--- config.mk ---
export PLATFORM = sky130hd
export DESIGN_NAME = bypass_channel
export DESIGN_NICKNAME = d
export VERILOG_FILES = /design/src/core/bypass_channel.v
export VERILOG_INCLUDE_DIRS = /design/src /design/src/core
export SDC_FILE = /design/constraint.sdc
export NUM_CORES = 1
export LEC_CHECK = 0
export BUFFER_PORTS_ARGS = -buffer_cell sky130_fd_sc_hd__clkbuf_2
export CORE_MARGIN = 5
export CORE_UTILIZATION = 38
export DETAILED_ROUTE_END_ITERATION = 12
export PLACE_DENSITY = 0.87
export SLEW_MARGIN = 0
export SYNTH_ARGS = -nofsm -noshare
export SYNTH_HDL_FRONTEND = slang
export SYNTH_SLANG_ARGS = --single-unit
--- constraint.sdc ---
create_clock -name core_clk -period 1.25 [get_ports core_clk]
set_input_delay 0.25 -clock core_clk [delete_from_list [all_inputs] [get_ports core_clk]]
set_output_delay 0.25 -clock core_clk [all_outputs]
set_load 0.01 [all_outputs]
--- src/core/bypass_channel_defs.vh ---
/*
 * Constants for one bypass channel control block.
 * Assumes a 50 MHz core clock and an Avalon-MM slave with 32-bit words.
 */
`ifndef BYPASS_CHANNEL_DEFS_VH
`define BYPASS_CHANNEL_DEFS_VH

// Register indices and byte addresses
`define CTRL_INDEX        8'h21
`define CTRL_ADDR         8'h84
`define IRQ_STATUS_ADDR   8'h88
`define IRQ_MASK_ADDR     8'h8c
`define IRQ_SOURCE_ADDR   8'h90
// Control register fields
`define BIT_CHAN_EN       7
`define BIT_DET_IRQ_EN    6
`define BIT_FORCE_BYPASS  1
`define BIT_SIG_DET       0
`define CTRL_WMASK        8'hc2
// Interrupt status fields
`define BIT_ST_DET_EDGE   0
`define BIT_ST_DET_LOSS   1
// Reset values
`define CTRL_RESET        8'h02
`define MASK_RESET        2'h0
// Timing
`define CLK_PERIOD_NS     20
`define MAX_LOSS_NS       400
`define MAX_LOSS_CYC      (`MAX_LOSS_NS / `CLK_PERIOD_NS)
`define FILTER_LEN        3

`endif

--- src/core/bypass_channel.v ---
/*
 * One bypass channel: control register, detect input synchroniser and
 * filter, force-bypass output, interrupt status, mask and source.
 * Assumes pin inputs asynchronous to core_clk and an Avalon-MM master
 * that holds each request until waitrequest is low.
 */
`timescale 1ns/1ns
`default_nettype none
`include "bypass_channel_defs.vh"

////////////////////////////////////////////////////////////////////////
// Notes on behaviour
// - Enable turns pins into bypass out, detect in
// - Enable overrides other pin settings, select included
// - Disabled: other bits do not touch pins
// - Detect edge with enable and detect irq enable: interrupt, source 21h
// - Detect edges without enable raise nothing
// - Enabled: bypass pin totem-pole from force bit
// - Force bit set keeps circuit normal
// - Force bit clear puts circuit in bypass
// - Enabled: filtered detect low clears force bit fast
// - Enabled: detect bit read-only pin level
// - Detect bit one means signal seen
// - Pin bits read through synchroniser and filter
// - Pins come up as pulled-up inputs
// - Force bit writable while detect stays high
module bypass_channel #(
	parameter FILTER_LEN = `FILTER_LEN
) (
	// Clock and reset
	input  wire        core_clk,
	input  wire        nrst,
	// Avalon-MM slave
	input  wire [7:0]  address,
	input  wire        read,
	input  wire        write,
	input  wire [31:0] writedata,
	input  wire [3:0]  byteenable,
	output reg  [31:0] readdata,
	output wire        waitrequest,
	// Other control registers for the bypass pin
	input  wire        gp_out_val,
	input  wire        gp_out_en,
	input  wire        bypass_select,
	// Bypass output pin
	input  wire        bypass_pin_in,
	output wire        bypass_pin_out,
	output wire        bypass_pin_oe,
	output wire        bypass_pin_pullup,
	// Detect input pin
	input  wire        detect_pin_in,
	output wire        detect_pin_out,
	output wire        detect_pin_oe,
	output wire        detect_pin_pullup,
	// Interrupt
	output wire        irq_n
);

	////////////////////////////////////////////////////////////////////
	// Registers
	reg                  chan_en_ff;
	reg                  det_irq_en_ff;
	reg                  force_bypass_ff;
	reg                  sync1_ff;
	reg                  sync2_ff;
	reg [FILTER_LEN-1:0] hist_ff;
	reg                  det_filt_ff;
	reg                  det_prev_ff;
	reg                  pin_sync1_ff;
	reg                  pin_sync2_ff;
	reg [FILTER_LEN-1:0] pin_hist_ff;
	reg                  pin_filt_ff;
	reg [1:0]            irq_status_ff;
	reg [1:0]            irq_mask_ff;
	reg [7:0]            irq_source_ff;
	reg                  ack_ff;

	reg                  nxt_det_filt;
	reg                  nxt_force_bypass;
	reg [1:0]            nxt_irq_status;
	reg [7:0]            nxt_irq_source;

	wire       access = (read | write) & ~ack_ff;
	wire       wr_ctl = write & ack_ff & (address == `CTRL_ADDR) & byteenable[0];
	wire       wr_msk = write & ack_ff & (address == `IRQ_MASK_ADDR) & byteenable[0];
	wire       rd_sts = read & ack_ff & (address == `IRQ_STATUS_ADDR);
	wire       det_edge = det_filt_ff ^ det_prev_ff;
	wire [7:0] ctrl_rd;
	wire       nxt_pin_filt;

	// Filter decision: follow the history once all samples agree
	function filt_next;
		input [FILTER_LEN-1:0] hist;
		input                  cur;
		begin
			filt_next = cur;
			if (&hist) begin
				filt_next = 1'b1;
			end else if (~|hist) begin
				filt_next = 1'b0;
			end
		end
	endfunction

	////////////////////////////////////////////////////////////////////
	// Bus handshake: one wait cycle on every access
	assign waitrequest = (read | write) & ~ack_ff;

	always @(posedge core_clk or negedge nrst) begin
		if (!nrst) begin
			ack_ff <= 1'b0;
		end else begin
			ack_ff <= access;
		end
	end

	////////////////////////////////////////////////////////////////////
	// Detect synchroniser and filter
	always @* begin
		nxt_det_filt = filt_next(hist_ff, det_filt_ff);
	end

	assign nxt_pin_filt = filt_next(pin_hist_ff, pin_filt_ff);

	// Bypass pin read-back synchroniser and filter
	always @(posedge core_clk or negedge nrst) begin
		if (!nrst) begin
			pin_sync1_ff <= 1'b1;
			pin_sync2_ff <= 1'b1;
			pin_hist_ff  <= {FILTER_LEN{1'b1}};
			pin_filt_ff  <= 1'b1;
		end else begin
			pin_sync1_ff <= bypass_pin_in;
			pin_sync2_ff <= pin_sync1_ff;
			pin_hist_ff  <= {pin_hist_ff[FILTER_LEN-2:0], pin_sync2_ff};
			pin_filt_ff  <= nxt_pin_filt;
		end
	end

	always @(posedge core_clk or negedge nrst) begin
		if (!nrst) begin
			sync1_ff    <= 1'b1;
			sync2_ff    <= 1'b1;
			hist_ff     <= {FILTER_LEN{1'b1}};
			det_filt_ff <= 1'b1;
			det_prev_ff <= 1'b1;
		end else begin
			sync1_ff    <= detect_pin_in;
			sync2_ff    <= sync1_ff;
			hist_ff     <= {hist_ff[FILTER_LEN-2:0], sync2_ff};
			det_filt_ff <= nxt_det_filt;
			det_prev_ff <= det_filt_ff;
		end
	end

	////////////////////////////////////////////////////////////////////
	// Control register
	always @* begin
		nxt_force_bypass = force_bypass_ff;
		if (wr_ctl) begin
			nxt_force_bypass = writedata[`BIT_FORCE_BYPASS];
		end
		if (chan_en_ff && !det_filt_ff) begin
			nxt_force_bypass = 1'b0;
		end
	end

	always @(posedge core_clk or negedge nrst) begin
		if (!nrst) begin
			chan_en_ff      <= 1'b0;
			det_irq_en_ff   <= 1'b0;
			force_bypass_ff <= 1'b1;
			irq_mask_ff     <= `MASK_RESET;
		end else begin
			if (wr_ctl) begin
				chan_en_ff    <= writedata[`BIT_CHAN_EN];
				det_irq_en_ff <= writedata[`BIT_DET_IRQ_EN];
			end
			if (wr_msk) begin
				irq_mask_ff <= writedata[1:0];
			end
			force_bypass_ff <= nxt_force_bypass;
		end
	end

	////////////////////////////////////////////////////////////////////
	// Interrupt status, source and output
	always @* begin
		nxt_irq_status = irq_status_ff;
		nxt_irq_source = irq_source_ff;
		// Clear only what the read returned, so an event in between is kept
		if (rd_sts) begin
			nxt_irq_status = irq_status_ff & ~readdata[1:0];
		end
		if (chan_en_ff && det_irq_en_ff && det_edge) begin
			nxt_irq_status[`BIT_ST_DET_EDGE] = 1'b1;
			nxt_irq_source = `CTRL_INDEX;
		end
		if (chan_en_ff && force_bypass_ff && !det_filt_ff) begin
			nxt_irq_status[`BIT_ST_DET_LOSS] = 1'b1;
		end
	end

	always @(posedge core_clk or negedge nrst) begin
		if (!nrst) begin
			irq_status_ff <= 2'h0;
			irq_source_ff <= 8'h00;
		end else begin
			irq_status_ff <= nxt_irq_status;
			irq_source_ff <= nxt_irq_source;
		end
	end

	assign irq_n = ~|(irq_status_ff & irq_mask_ff);

	////////////////////////////////////////////////////////////////////
	// Pins
	// Enabled: bypass pin driven from force bit, detect pin input only
	assign bypass_pin_oe  = chan_en_ff | (gp_out_en & ~bypass_select);
	assign bypass_pin_out = chan_en_ff ? force_bypass_ff : gp_out_val;
	assign bypass_pin_pullup = ~bypass_pin_oe;
	assign detect_pin_oe     = 1'b0;
	assign detect_pin_out    = 1'b0;
	assign detect_pin_pullup = 1'b1;

	////////////////////////////////////////////////////////////////////
	// Read data
	// Detect bit shows filtered pin level, one meaning signal present
	assign ctrl_rd = {chan_en_ff, det_irq_en_ff, 4'h0,
		chan_en_ff ? force_bypass_ff : pin_filt_ff, det_filt_ff};

	always @(posedge core_clk or negedge nrst) begin
		if (!nrst) begin
			readdata <= 32'h0000_0000;
		end else if (access && read) begin
			case (address)
				`CTRL_ADDR:       readdata <= {24'h000000, ctrl_rd};
				`IRQ_STATUS_ADDR: readdata <= {30'h0, irq_status_ff};
				`IRQ_MASK_ADDR:   readdata <= {30'h0, irq_mask_ff};
				`IRQ_SOURCE_ADDR: readdata <= {24'h000000, irq_source_ff};
				default:          readdata <= 32'h0000_0000;
			endcase
		end
	end

endmodule // bypass_channel
`default_nettype wire

==> results of run 1 <==
[where the power goes]
group          switching, uW  internal, uW
Combinational            197           164
Clock                    282           228
Sequential              26.3           937
[flip-flops by register name, indices dropped and copies added, names as in the netlist]
signal           count
pin_sync2_ff         1
sync1_ff             1
pin_hist_ff          3
filt_next.hist       3
sync2_ff             1
pin_filt_ff          1
readdata             5
pin_sync1_ff         1
chan_en_ff           1
irq_status_ff        2
irq_mask_ff          2
ack_ff               1
det_filt_ff          1
det_irq_en_ff        1
irq_source_ff        1
det_prev_ff          1
force_bypass_ff      1
[routing by layer]
layer / vias to the layer above / global-route usage
li1: 499 / -
met1: 517 / 0.145
met2: 45 / 0.201
met3: 4 / 0.0402
met4: 0 / 0.0492
met5: - / 0
[how the worst min path moves through the flow]
stage,from,end,slack (ns),depth (start not counted)
after floorplan,nrst,ack_ff$_DFF_PN0_,-0.05,0
after global placement,nrst,irq_mask_ff[1]$_DFFE_PN0P_,0.26,2
after detailed placement,nrst,irq_source_ff[0]$_DFFE_PN0P_,0.27,2
after CTS,detect_pin_in,sync1_ff$_DFF_PN1_,0.04,1
after global routing,bypass_pin_in,pin_sync1_ff$_DFF_PN1_,0.03,1
final,bypass_pin_in,pin_sync1_ff$_DFF_PN1_,0.05,1
[synth_stat cells]
cell type  instances
xnor2_1            1
or3b_1             2
dfstp_2           14
nor4bb_1           2
or2_2              1
nor4_4             2
o21ai_0            5
and2_1             2
nand2_1            6
nor4_1             1
or4b_1             1
nor3_1             1
mux2_2             6
nand2b_1           5
conb_1             2
dfrtp_1           13
nor2b_1            2
mux2_1             2
nand4b_1           1
nand4_1            1
mux2i_1            1
inv_1              7
a21o_1             1
o41ai_1            3
o41ai_2            1
buf_4             31
buf_6              1
a21oi_1            2
nand3b_1           2
a22oi_1            2
nor2_1             3
or2_4              1
a31o_2             2
xor2_1             1
a311oi_1           1
buf_2              2
o221ai_1           1
nand3_1            2
[area by class of cell]
type / instances / share of cell area
multi-input combinational: 94 / 0.390
timing repair buffer: 53 / 0.185
clock inverter: 1 / 0.00322
clock buffer: 3 / 0.0212
tap: 48 / 0.0309
sequential: 27 / 0.357
inverter: 7 / 0.0135
[metrics by stage]
step                      total power [uW]   util  setup TNS (ns)  hold slack (ns)  instance area [um^2]
after floorplan                       1190      -           -1.08          -0.0456                  1620
after global placement                1240  0.454           -3.58            0.260                  1690
after detailed placement              1250  0.454           -3.83            0.265                  1690
after CTS                             1810  0.489          -0.573           0.0379                  1820
after global routing                  1940  0.523           -1.03           0.0289                  1940
final                                 1830  0.523          -0.625           0.0478                  1940
[logic make-up after synthesis]
| logic type | count (synthesis) | share of synthesized area |
|---|---|---|
| other | 2 | 0.00507 |
| XOR/XNOR | 2 | 0.0118 |
| AO/OA/AOI/OAI | 18 | 0.0913 |
| multiplexers | 9 | 0.0676 |
| buffers and inverters | 41 | 0.189 |
| AND/OR/NAND/NOR | 35 | 0.167 |
| flip-flops | 27 | 0.468 |
[placed cells by master (no fill, tap or decap), types with 3 or more instances in the layout]
| master | n |
|---|---|
| buf_2 | 3 |
| buf_4 | 18 |
| buf_6 | 7 |
| clkbuf_2 | 24 |
| clkbuf_8 | 3 |
| conb_1 | 30 |
| dfrtp_1 | 13 |
| dfstp_2 | 14 |
| inv_1 | 7 |
| mux2_2 | 4 |
| mux2_4 | 3 |
| nand2_1 | 6 |
| nand2b_1 | 4 |
| o21ai_0 | 5 |
| o41ai_2 | 3 |
[timing repair]
| item | 4_1_cts | 5_1_grt |
|---|---|---|
| endpoints found under the setup margin | 16 | 17 |
| buffers inserted | 4 | 2 |
| gates resized for setup | 11 | 25 |
| hold endpoints to repair | 13 | 0 |
| pin swaps | 5 | 5 |
| hold buffers | 1 | 0 |
==> impl_metrics.toml, run 1 <==
[finish]
seq_area_um2 = 693
drive_gt1_frac = 0.546
syn2layout_area_growth_pct = 31.3
diodes = 0
nets = 239
nFillCells = 323
multiInputGateArea_um2 = 757
layout.cells.non_filler = 233

[clock_network]
tritoncts = "yes"
clk_pin_slew_ns = 0.10
root_buffer = "clkbuf_8"
numCtsBuffers = 3
clkLatencyLatePin_ns = 0.28
cts-htree-levels = 1
ctsLongestPathBuffers = 2
clock-sinks = 27

[worst_setup_path]
worst_path_max_delay_cell = "dfrtp_1"
cp-end-kind = "output port"
crit_type = "reg2out"
ff2ff_setup_slack_ns = 0.01
crit_fanout = 3
required_ns = 1.00
cp.buffers_inverters = 1
cp_data_arrival_time_ns = 1.16
critPathTopFamily = "flip-flops"
slowest_delay_ns = 0.42
crit_end = "bypass_pin_out"
path_depth = 2
setup.worst_path.start = "chan_en_ff$_DFFE_PN0P_"
rr_startpoint = "ack_ff$_DFF_PN0_"
r2r_cells = 5
path_cells = "mux2_2 -> clkbuf_2"
critPathLaunchType = "flop"
r2r_end = "irq_status_ff[1]$_DFFE_PN0P_"

[detailed_routing]
drc = 0
wl_met2_mm = 1.72
drt_wl_total_mm = 3.36
antenna_left = 0
dr.max_layer_used = "met4"
drtIter0Drc = 36
firstDrtPassIters = 4
num_vias = 1065
wire_per_inst_um = 14.4
route.met3.wl_um = 291
wl_met1_mm = 1.32
vias_per_cell = 4.57

[timing]
post-route-period-util = 1.13
drv_slew = 0
final.setup.worst_slack_ns = -0.164
finalClockSkew_ns = 0.00349
hold_viol_final = 0
timing.final.crit_period_ns = 1.41
rsz0062_at_grt = "yes"
timing.fmax_mhz = 707
setup_viol = 8

[die]
die_width_um = 72.4
die_area_um2 = 5240
pin_count = 93
design.core.area_um2 = 3720
fp-row-count = 22
die_height_um = 72.4
initial_core_util = 0.398

[global_routing]
grt_pass1_wl_mm = 4.99
gr-total-overflow = 0
grt_usage = 0.121
antenna_found_initial = 0
grt_max_degree = 28
grt_pass1_vias = 1097

[yosys]
yosysTopAreaCellShare = 0.249
synth_area_leaders = "dfstp_2, dfrtp_1, buf_4"
syn_inst = 134
ys_seq_area_frac = 0.468
synth.distinct_cells = 38
avgSynthCellArea_um2 = 11.0
ys_warn_count = 0
synth_top_cell_by_area = "dfstp_2"
synth_area_um2 = 1480
yosys_register_bits = 27

[flow_run]
maxCapViolations = 0

[pwr]
powerDensity_nw_per_um2 = 944
leakage_uw = 0.000974
peakVddDrop_v = 0.000702

[placement]
pre_cts_ws_ns = -0.412
io_buffers = 31
globalplace.congestion = 0.847
dp_hpwl_mm = 2.47
numPlacedInstances = 222

[run_status]
outcome = "complete, but fails checks"
violations = "negative setup slack"

[worst_hold_path]
hp-class = "in2reg"
Power figures use the tool's default switching activity.
==> run 2, diff against run 1 <==
--- a/config.mk
+++ b/config.mk
@@ -11,6 +11,7 @@
 export CORE_UTILIZATION = 38
 export DETAILED_ROUTE_END_ITERATION = 12
 export PLACE_DENSITY = 0.87
+export SETUP_SLACK_MARGIN = 0.3
 export SLEW_MARGIN = 0
 export SYNTH_ARGS = -nofsm -noshare
 export SYNTH_HDL_FRONTEND = slang
==> impl_metrics.toml, run 2 (synthesis gave the netlist of run 1 again) <==
[run_status]
outcome = "complete, but fails checks"
violations = "negative setup slack"

[clock_network]
clock-sinks = 27
root_buffer = "clkbuf_8"
clkLatencyLatePin_ns = 0.28
cts-htree-levels = 1
ctsLongestPathBuffers = 2
clk_pin_slew_ns = 0.09
numCtsBuffers = 3
tritoncts = "yes"

[timing]
drv_slew = 0
post-route-period-util = 1.12
setup_viol = 11
fin_tns_setup_ns = -0.597
finalClockSkew_ns = 0.0112
rsz0062_at_grt = "yes"
timing.final.crit_period_ns = 1.40
timing.fmax_mhz = 715
final.setup.worst_slack_ns = -0.148
hold_viol_final = 0

[pwr]
powerDensity_nw_per_um2 = 900
leakage_uw = 0.00105
peakVddDrop_v = 0.000835

[die]
fp-row-count = 22
die_area_um2 = 5240
pin_count = 93
die_height_um = 72.4
die_width_um = 72.4
initial_core_util = 0.398
design.core.area_um2 = 3720

[global_routing]
gr-total-overflow = 0
grt_pass1_wl_mm = 5.27
grt_pass1_vias = 1148
grt_max_degree = 17
antenna_found_initial = 0
grt_usage = 0.130

[placement]
io_buffers = 31
dp_hpwl_mm = 2.37
globalplace.congestion = 0.783
dpl_cell_area_um2 = 1690

[detailed_routing]
drtIter0Drc = 66
firstDrtPassIters = 3
drt_wl_total_mm = 3.49
num_vias = 1115
wire_per_inst_um = 14.3
wl_met2_mm = 1.85
dr.max_layer_used = "met4"
drc = 0
antenna_left = 0
wl_met1_mm = 1.30
route.met3.wl_um = 332
vias_per_cell = 4.57

[finish]
finalCoreUtilization = 0.565
mostFrequentLayoutCell = "conb_1"
largest_reg_flops = 5
drive_gt1_frac = 0.592
top_register = "readdata"
syn2layout_area_growth_pct = 41.8
diodes = 0
final_cell_mix = "conb_1, buf_4, clkbuf_2, buf_6, dfstp_2"
nets = 250
design_area_um2 = 2100

[worst_setup_path]
crit_fanout = 3
crit_type = "reg2out"
critPathLaunchType = "flop"
required_ns = 1.00
cp-end-kind = "output port"
cp_data_arrival_time_ns = 1.15

[worst_hold_path]
hp-class = "in2reg"

[flow_run]
maxCapViolations = 0
run 2: cell types whose count changed in the layout (fill, tap and decap cells not counted), moves of 2 or more:
cell / delta
buf_4: +3
o21ai_0: -3
clkbuf_2: -5
mux2_2: -2
o21ai_1: +3
buf_2: +4
a31o_2: -2
mux2_4: +3
a31o_4: +2
buf_6: +8
run 2: layer usage:
layer,vias to the layer above,track usage
met3,2,0.0443
met1,545,0.146
met5,-,0
met2,44,0.243
met4,0,0.0184
li1,524,-
run 2: worst paths after layout:
check / to / startpoint / cells after the start / slack [ns]
worst max-delay path: bypass_pin_pullup / chan_en_ff$_DFFE_PN0P_ / 4 / -0.15
worst min-delay path: pin_sync1_ff$_DFF_PN1_ / bypass_pin_in / 1 / 0.04
worst max register to register: irq_mask_ff[0]$_DFFE_PN0P_ / ack_ff$_DFF_PN0_ / 3 / -0.02
worst min register to register: pin_sync2_ff$_DFF_PN1_ / pin_sync1_ff$_DFF_PN1_ / 0 / 0.36
max in group asynchronous: pin_hist_ff[0]$_DFF_PN1_ / nrst / 3 / 0.39
min in group asynchronous: readdata[5]$_DFFE_PN0P_ / nrst / 2 / 0.38
run 2: power breakdown:
group          internal (uW)  switching (uW)  total (uW)
combinational            198             204         402
sequential               937            28.8         966
clock                    227             292         519
total                   1360             525        1890
run 2: metrics by stage:
stage                     hold WS (ns)  power, uW  std cells  worst slack, ns
final                           0.0444       1890        244           -0.148
after CTS                       0.0364       1850        234           -0.182
after floorplan                -0.0456       1200        162           -0.246
after global routing            0.0314       1980        244           -0.225
after global placement           0.175       1240        220           -0.340
after detailed placement         0.179       1250        220           -0.378
run 2: what timing repair did:
| item | 4_1_cts | 5_1_grt |
|---|---|---|
| setup endpoints to repair | 23 | 38 |
| hold endpoints to repair | 11 | 0 |
| pin swaps | 13 | 7 |
| resized for setup | 30 | 25 |
| setup buffers | 9 | 10 |
| hold buffers | 1 | 0 |
run 2: area by class of cell:
| class | count | area (um^2) |
|---|---|---|
| clock buffers | 3 | 41.3 |
| repair buffers | 64 | 487 |
| multi-input cells | 94 | 783 |
| well taps | 48 | 60.1 |
| clock inverters | 1 | 7.51 |
| inverters | 7 | 26.3 |
| flip-flops and latches | 27 | 693 |
| fillers | 314 | 1620 |
run 2: critical path, stage by stage (launching register included):
cell	delay, ns
dfrtp_1	0.43
buf_6	0.14
a21o_1	0.16
inv_2	0.05
buf_6	0.09
==> run 3, diff against run 2 <==
--- a/config.mk
+++ b/config.mk
@@ -6,11 +6,12 @@
 export SDC_FILE = /design/constraint.sdc
 export NUM_CORES = 1
 export LEC_CHECK = 0
+export ABC_AREA = 1
 export BUFFER_PORTS_ARGS = -buffer_cell sky130_fd_sc_hd__clkbuf_2
 export CORE_MARGIN = 5
 export CORE_UTILIZATION = 38
 export DETAILED_ROUTE_END_ITERATION = 12
-export PLACE_DENSITY = 0.87
+export PLACE_DENSITY = 0.88
 export SETUP_SLACK_MARGIN = 0.3
 export SLEW_MARGIN = 0
 export SYNTH_ARGS = -nofsm -noshare
==> impl_metrics.toml, run 3 <==
[run_status]
outcome = "complete, but fails checks"
violations = "negative setup slack"

[die]
fp-row-count = 22
pin_count = 93
die_width_um = 71.1
design.core.area_um2 = 3630
initial_core_util = 0.390
die_area_um2 = 5050
die_height_um = 71.1

[timing]
final.setup.worst_slack_ns = -0.115
post-route-period-util = 1.09
finalClockSkew_ns = 0.00470
setup_viol = 4
fin_tns_setup_ns = -0.231
hold_viol_final = 0
timing.final.crit_period_ns = 1.37
timing.fmax_mhz = 732
rsz0062_at_grt = "yes"
drv_slew = 0

[detailed_routing]
drtIter0Drc = 41
wire_per_inst_um = 12.2
num_vias = 1161
antenna_left = 0
vias_per_cell = 4.35
drc = 0
firstDrtPassIters = 4
drt_wl_total_mm = 3.27

[finish]
nets = 273
design_area_um2 = 1890
drive_gt1_frac = 0.498
syn2layout_area_growth_pct = 33.2
mostFrequentLayoutCell = "conb_1"
diodes = 0
top_register = "readdata"
finalCoreUtilization = 0.520
largest_reg_flops = 5
final_cell_mix = "conb_1, clkbuf_2, inv_1, nand2_1, buf_4"

[yosys]
synth.distinct_cells = 21
synth_common_cells = "buf_4, nand2_1, inv_1"
yosysTopAreaCellShare = 0.259
yosysMostFrequentCell = "buf_4"
yosys_register_bits = 27
ys_seq_area_frac = 0.489
avgSynthCellArea_um2 = 8.75
syn_inst = 162
synth_area_leaders = "dfstp_2, dfrtp_1, buf_4"
ys_async_sr_fraction = 1.00
synth_top_cell_by_area = "dfstp_2"
synth_area_um2 = 1420
ys_warn_count = 0
synth_enable_flop_cells = 0
yosys_most_used_dff = "dfstp_2"

[clock_network]
tritoncts = "yes"
numCtsBuffers = 3
clkLatencyLatePin_ns = 0.27
root_buffer = "clkbuf_8"
clk_pin_slew_ns = 0.09
ctsLongestPathBuffers = 2
clock-sinks = 27
cts-htree-levels = 1

[pwr]
p_total_uw = 1770
peakVddDrop_v = 0.000703
leakage_uw = 0.00101
powerDensity_nw_per_um2 = 938

[worst_setup_path]
rr_startpoint = "force_bypass_ff$_DFFE_PN1P_"
cp_data_arrival_time_ns = 1.12
ff2ff_setup_slack_ns = -0.05
r2r_end = "readdata[1]$_DFFE_PN0P_"
crit_type = "reg2out"
critPathLaunchType = "flop"
r2r_cells = 8
crit_fanout = 2
cp-end-kind = "output port"
required_ns = 1.00

[placement]
globalplace.congestion = 0.784
dp_hpwl_mm = 2.01
dpl_cell_area_um2 = 1520
io_buffers = 31

[worst_hold_path]
whs_endpoint = "sync1_ff$_DFF_PN1_"
hp-class = "in2reg"
min_path_cells = 1
min_from = "detect_pin_in"

[global_routing]
gr-total-overflow = 0
grt_pass1_vias = 1063
antenna_found_initial = 0
grt_max_degree = 28
grt_pass1_wl_mm = 4.64
grt_usage = 0.114

[flow_run]
maxCapViolations = 0
run 3: kinds of logic (layout without fill, tap and decap cells):
kind of cell           after synthesis  after routing  share of synthesized area
buffers and inverters               53             81                      0.221
and+or+nand+nor                     63             64                      0.221
DFF                                 27             27                      0.489
AOI/OAI and AO/OA                   17             17                     0.0644
other                                2             30                    0.00530
run 3: layer usage:
layer  up-vias  GRT usage  wire length [um]
met4         0     0.0543               106
met3        10     0.0213               230
li1        561          -                 -
met5         -          0                 0
met1       533      0.135              1260
met2        57      0.197              1670
run 3: worst max-delay path by stage:
stage                     depth (start not counted)  slack [ns]                    startpoint                          to
final                                             3       -0.12  irq_status_ff[0]$_DFFE_PN0P_                       irq_n
after global routing                              3       -0.17  irq_status_ff[0]$_DFFE_PN0P_                       irq_n
after CTS                                         3       -0.06   force_bypass_ff$_DFFE_PN1P_              bypass_pin_out
after detailed placement                          7        0.13                    address[5]  irq_mask_ff[0]$_DFFE_PN0P_
after global placement                            7        0.14                    address[5]  irq_mask_ff[1]$_DFFE_PN0P_
after floorplan                                   4        0.28              ack_ff$_DFF_PN0_     readdata[5]$_DFFE_PN0P_
run 3: metrics by stage:
stage	std cells	setup WS [ns]	hold slack, ns
detailed placement	240	0.134	0.258
finish	267	-0.115	0.0487
CTS	262	-0.0578	0.0382
global placement	240	0.144	0.253
floorplan	190	0.283	-0.0456
global route	267	-0.171	0.0328
run 3: where the power goes:
part	leakage (uW)	internal, uW	switching (uW)	total [uW]
sequential	0.000310	943	32.2	975
clock	0.0000260	228	266	494
combinational	0.000671	116	185	301
run 3: layout make-up:
type | count | area [um^2]
Clock buffer | 3 | 41.3
Clock inverter | 1 | 6.26
Fill cell | 325 | 1750
Inverter | 23 | 91.3
Multi-Input combinational cell | 111 | 627
Sequential cell | 27 | 694
Tap cell | 48 | 60.1
Timing Repair Buffer | 54 | 368
run 3: critical path, stage by stage, from the launching register on:
cell and delay, ns:
dfrtp_1 0.39, a22o_1 0.25, inv_1 0.08, buf_2 0.13
run 3: timing repair:
item / 4_1_cts / 5_1_grt
endpoints found under the setup margin: 22 / 24
hold buffers: 1 / 0
buffers inserted: 16 / 5
resized for setup: 19 / 30
hold endpoints to repair: 13 / 0
pin swaps: 10 / 13
cloned: 1 / 0
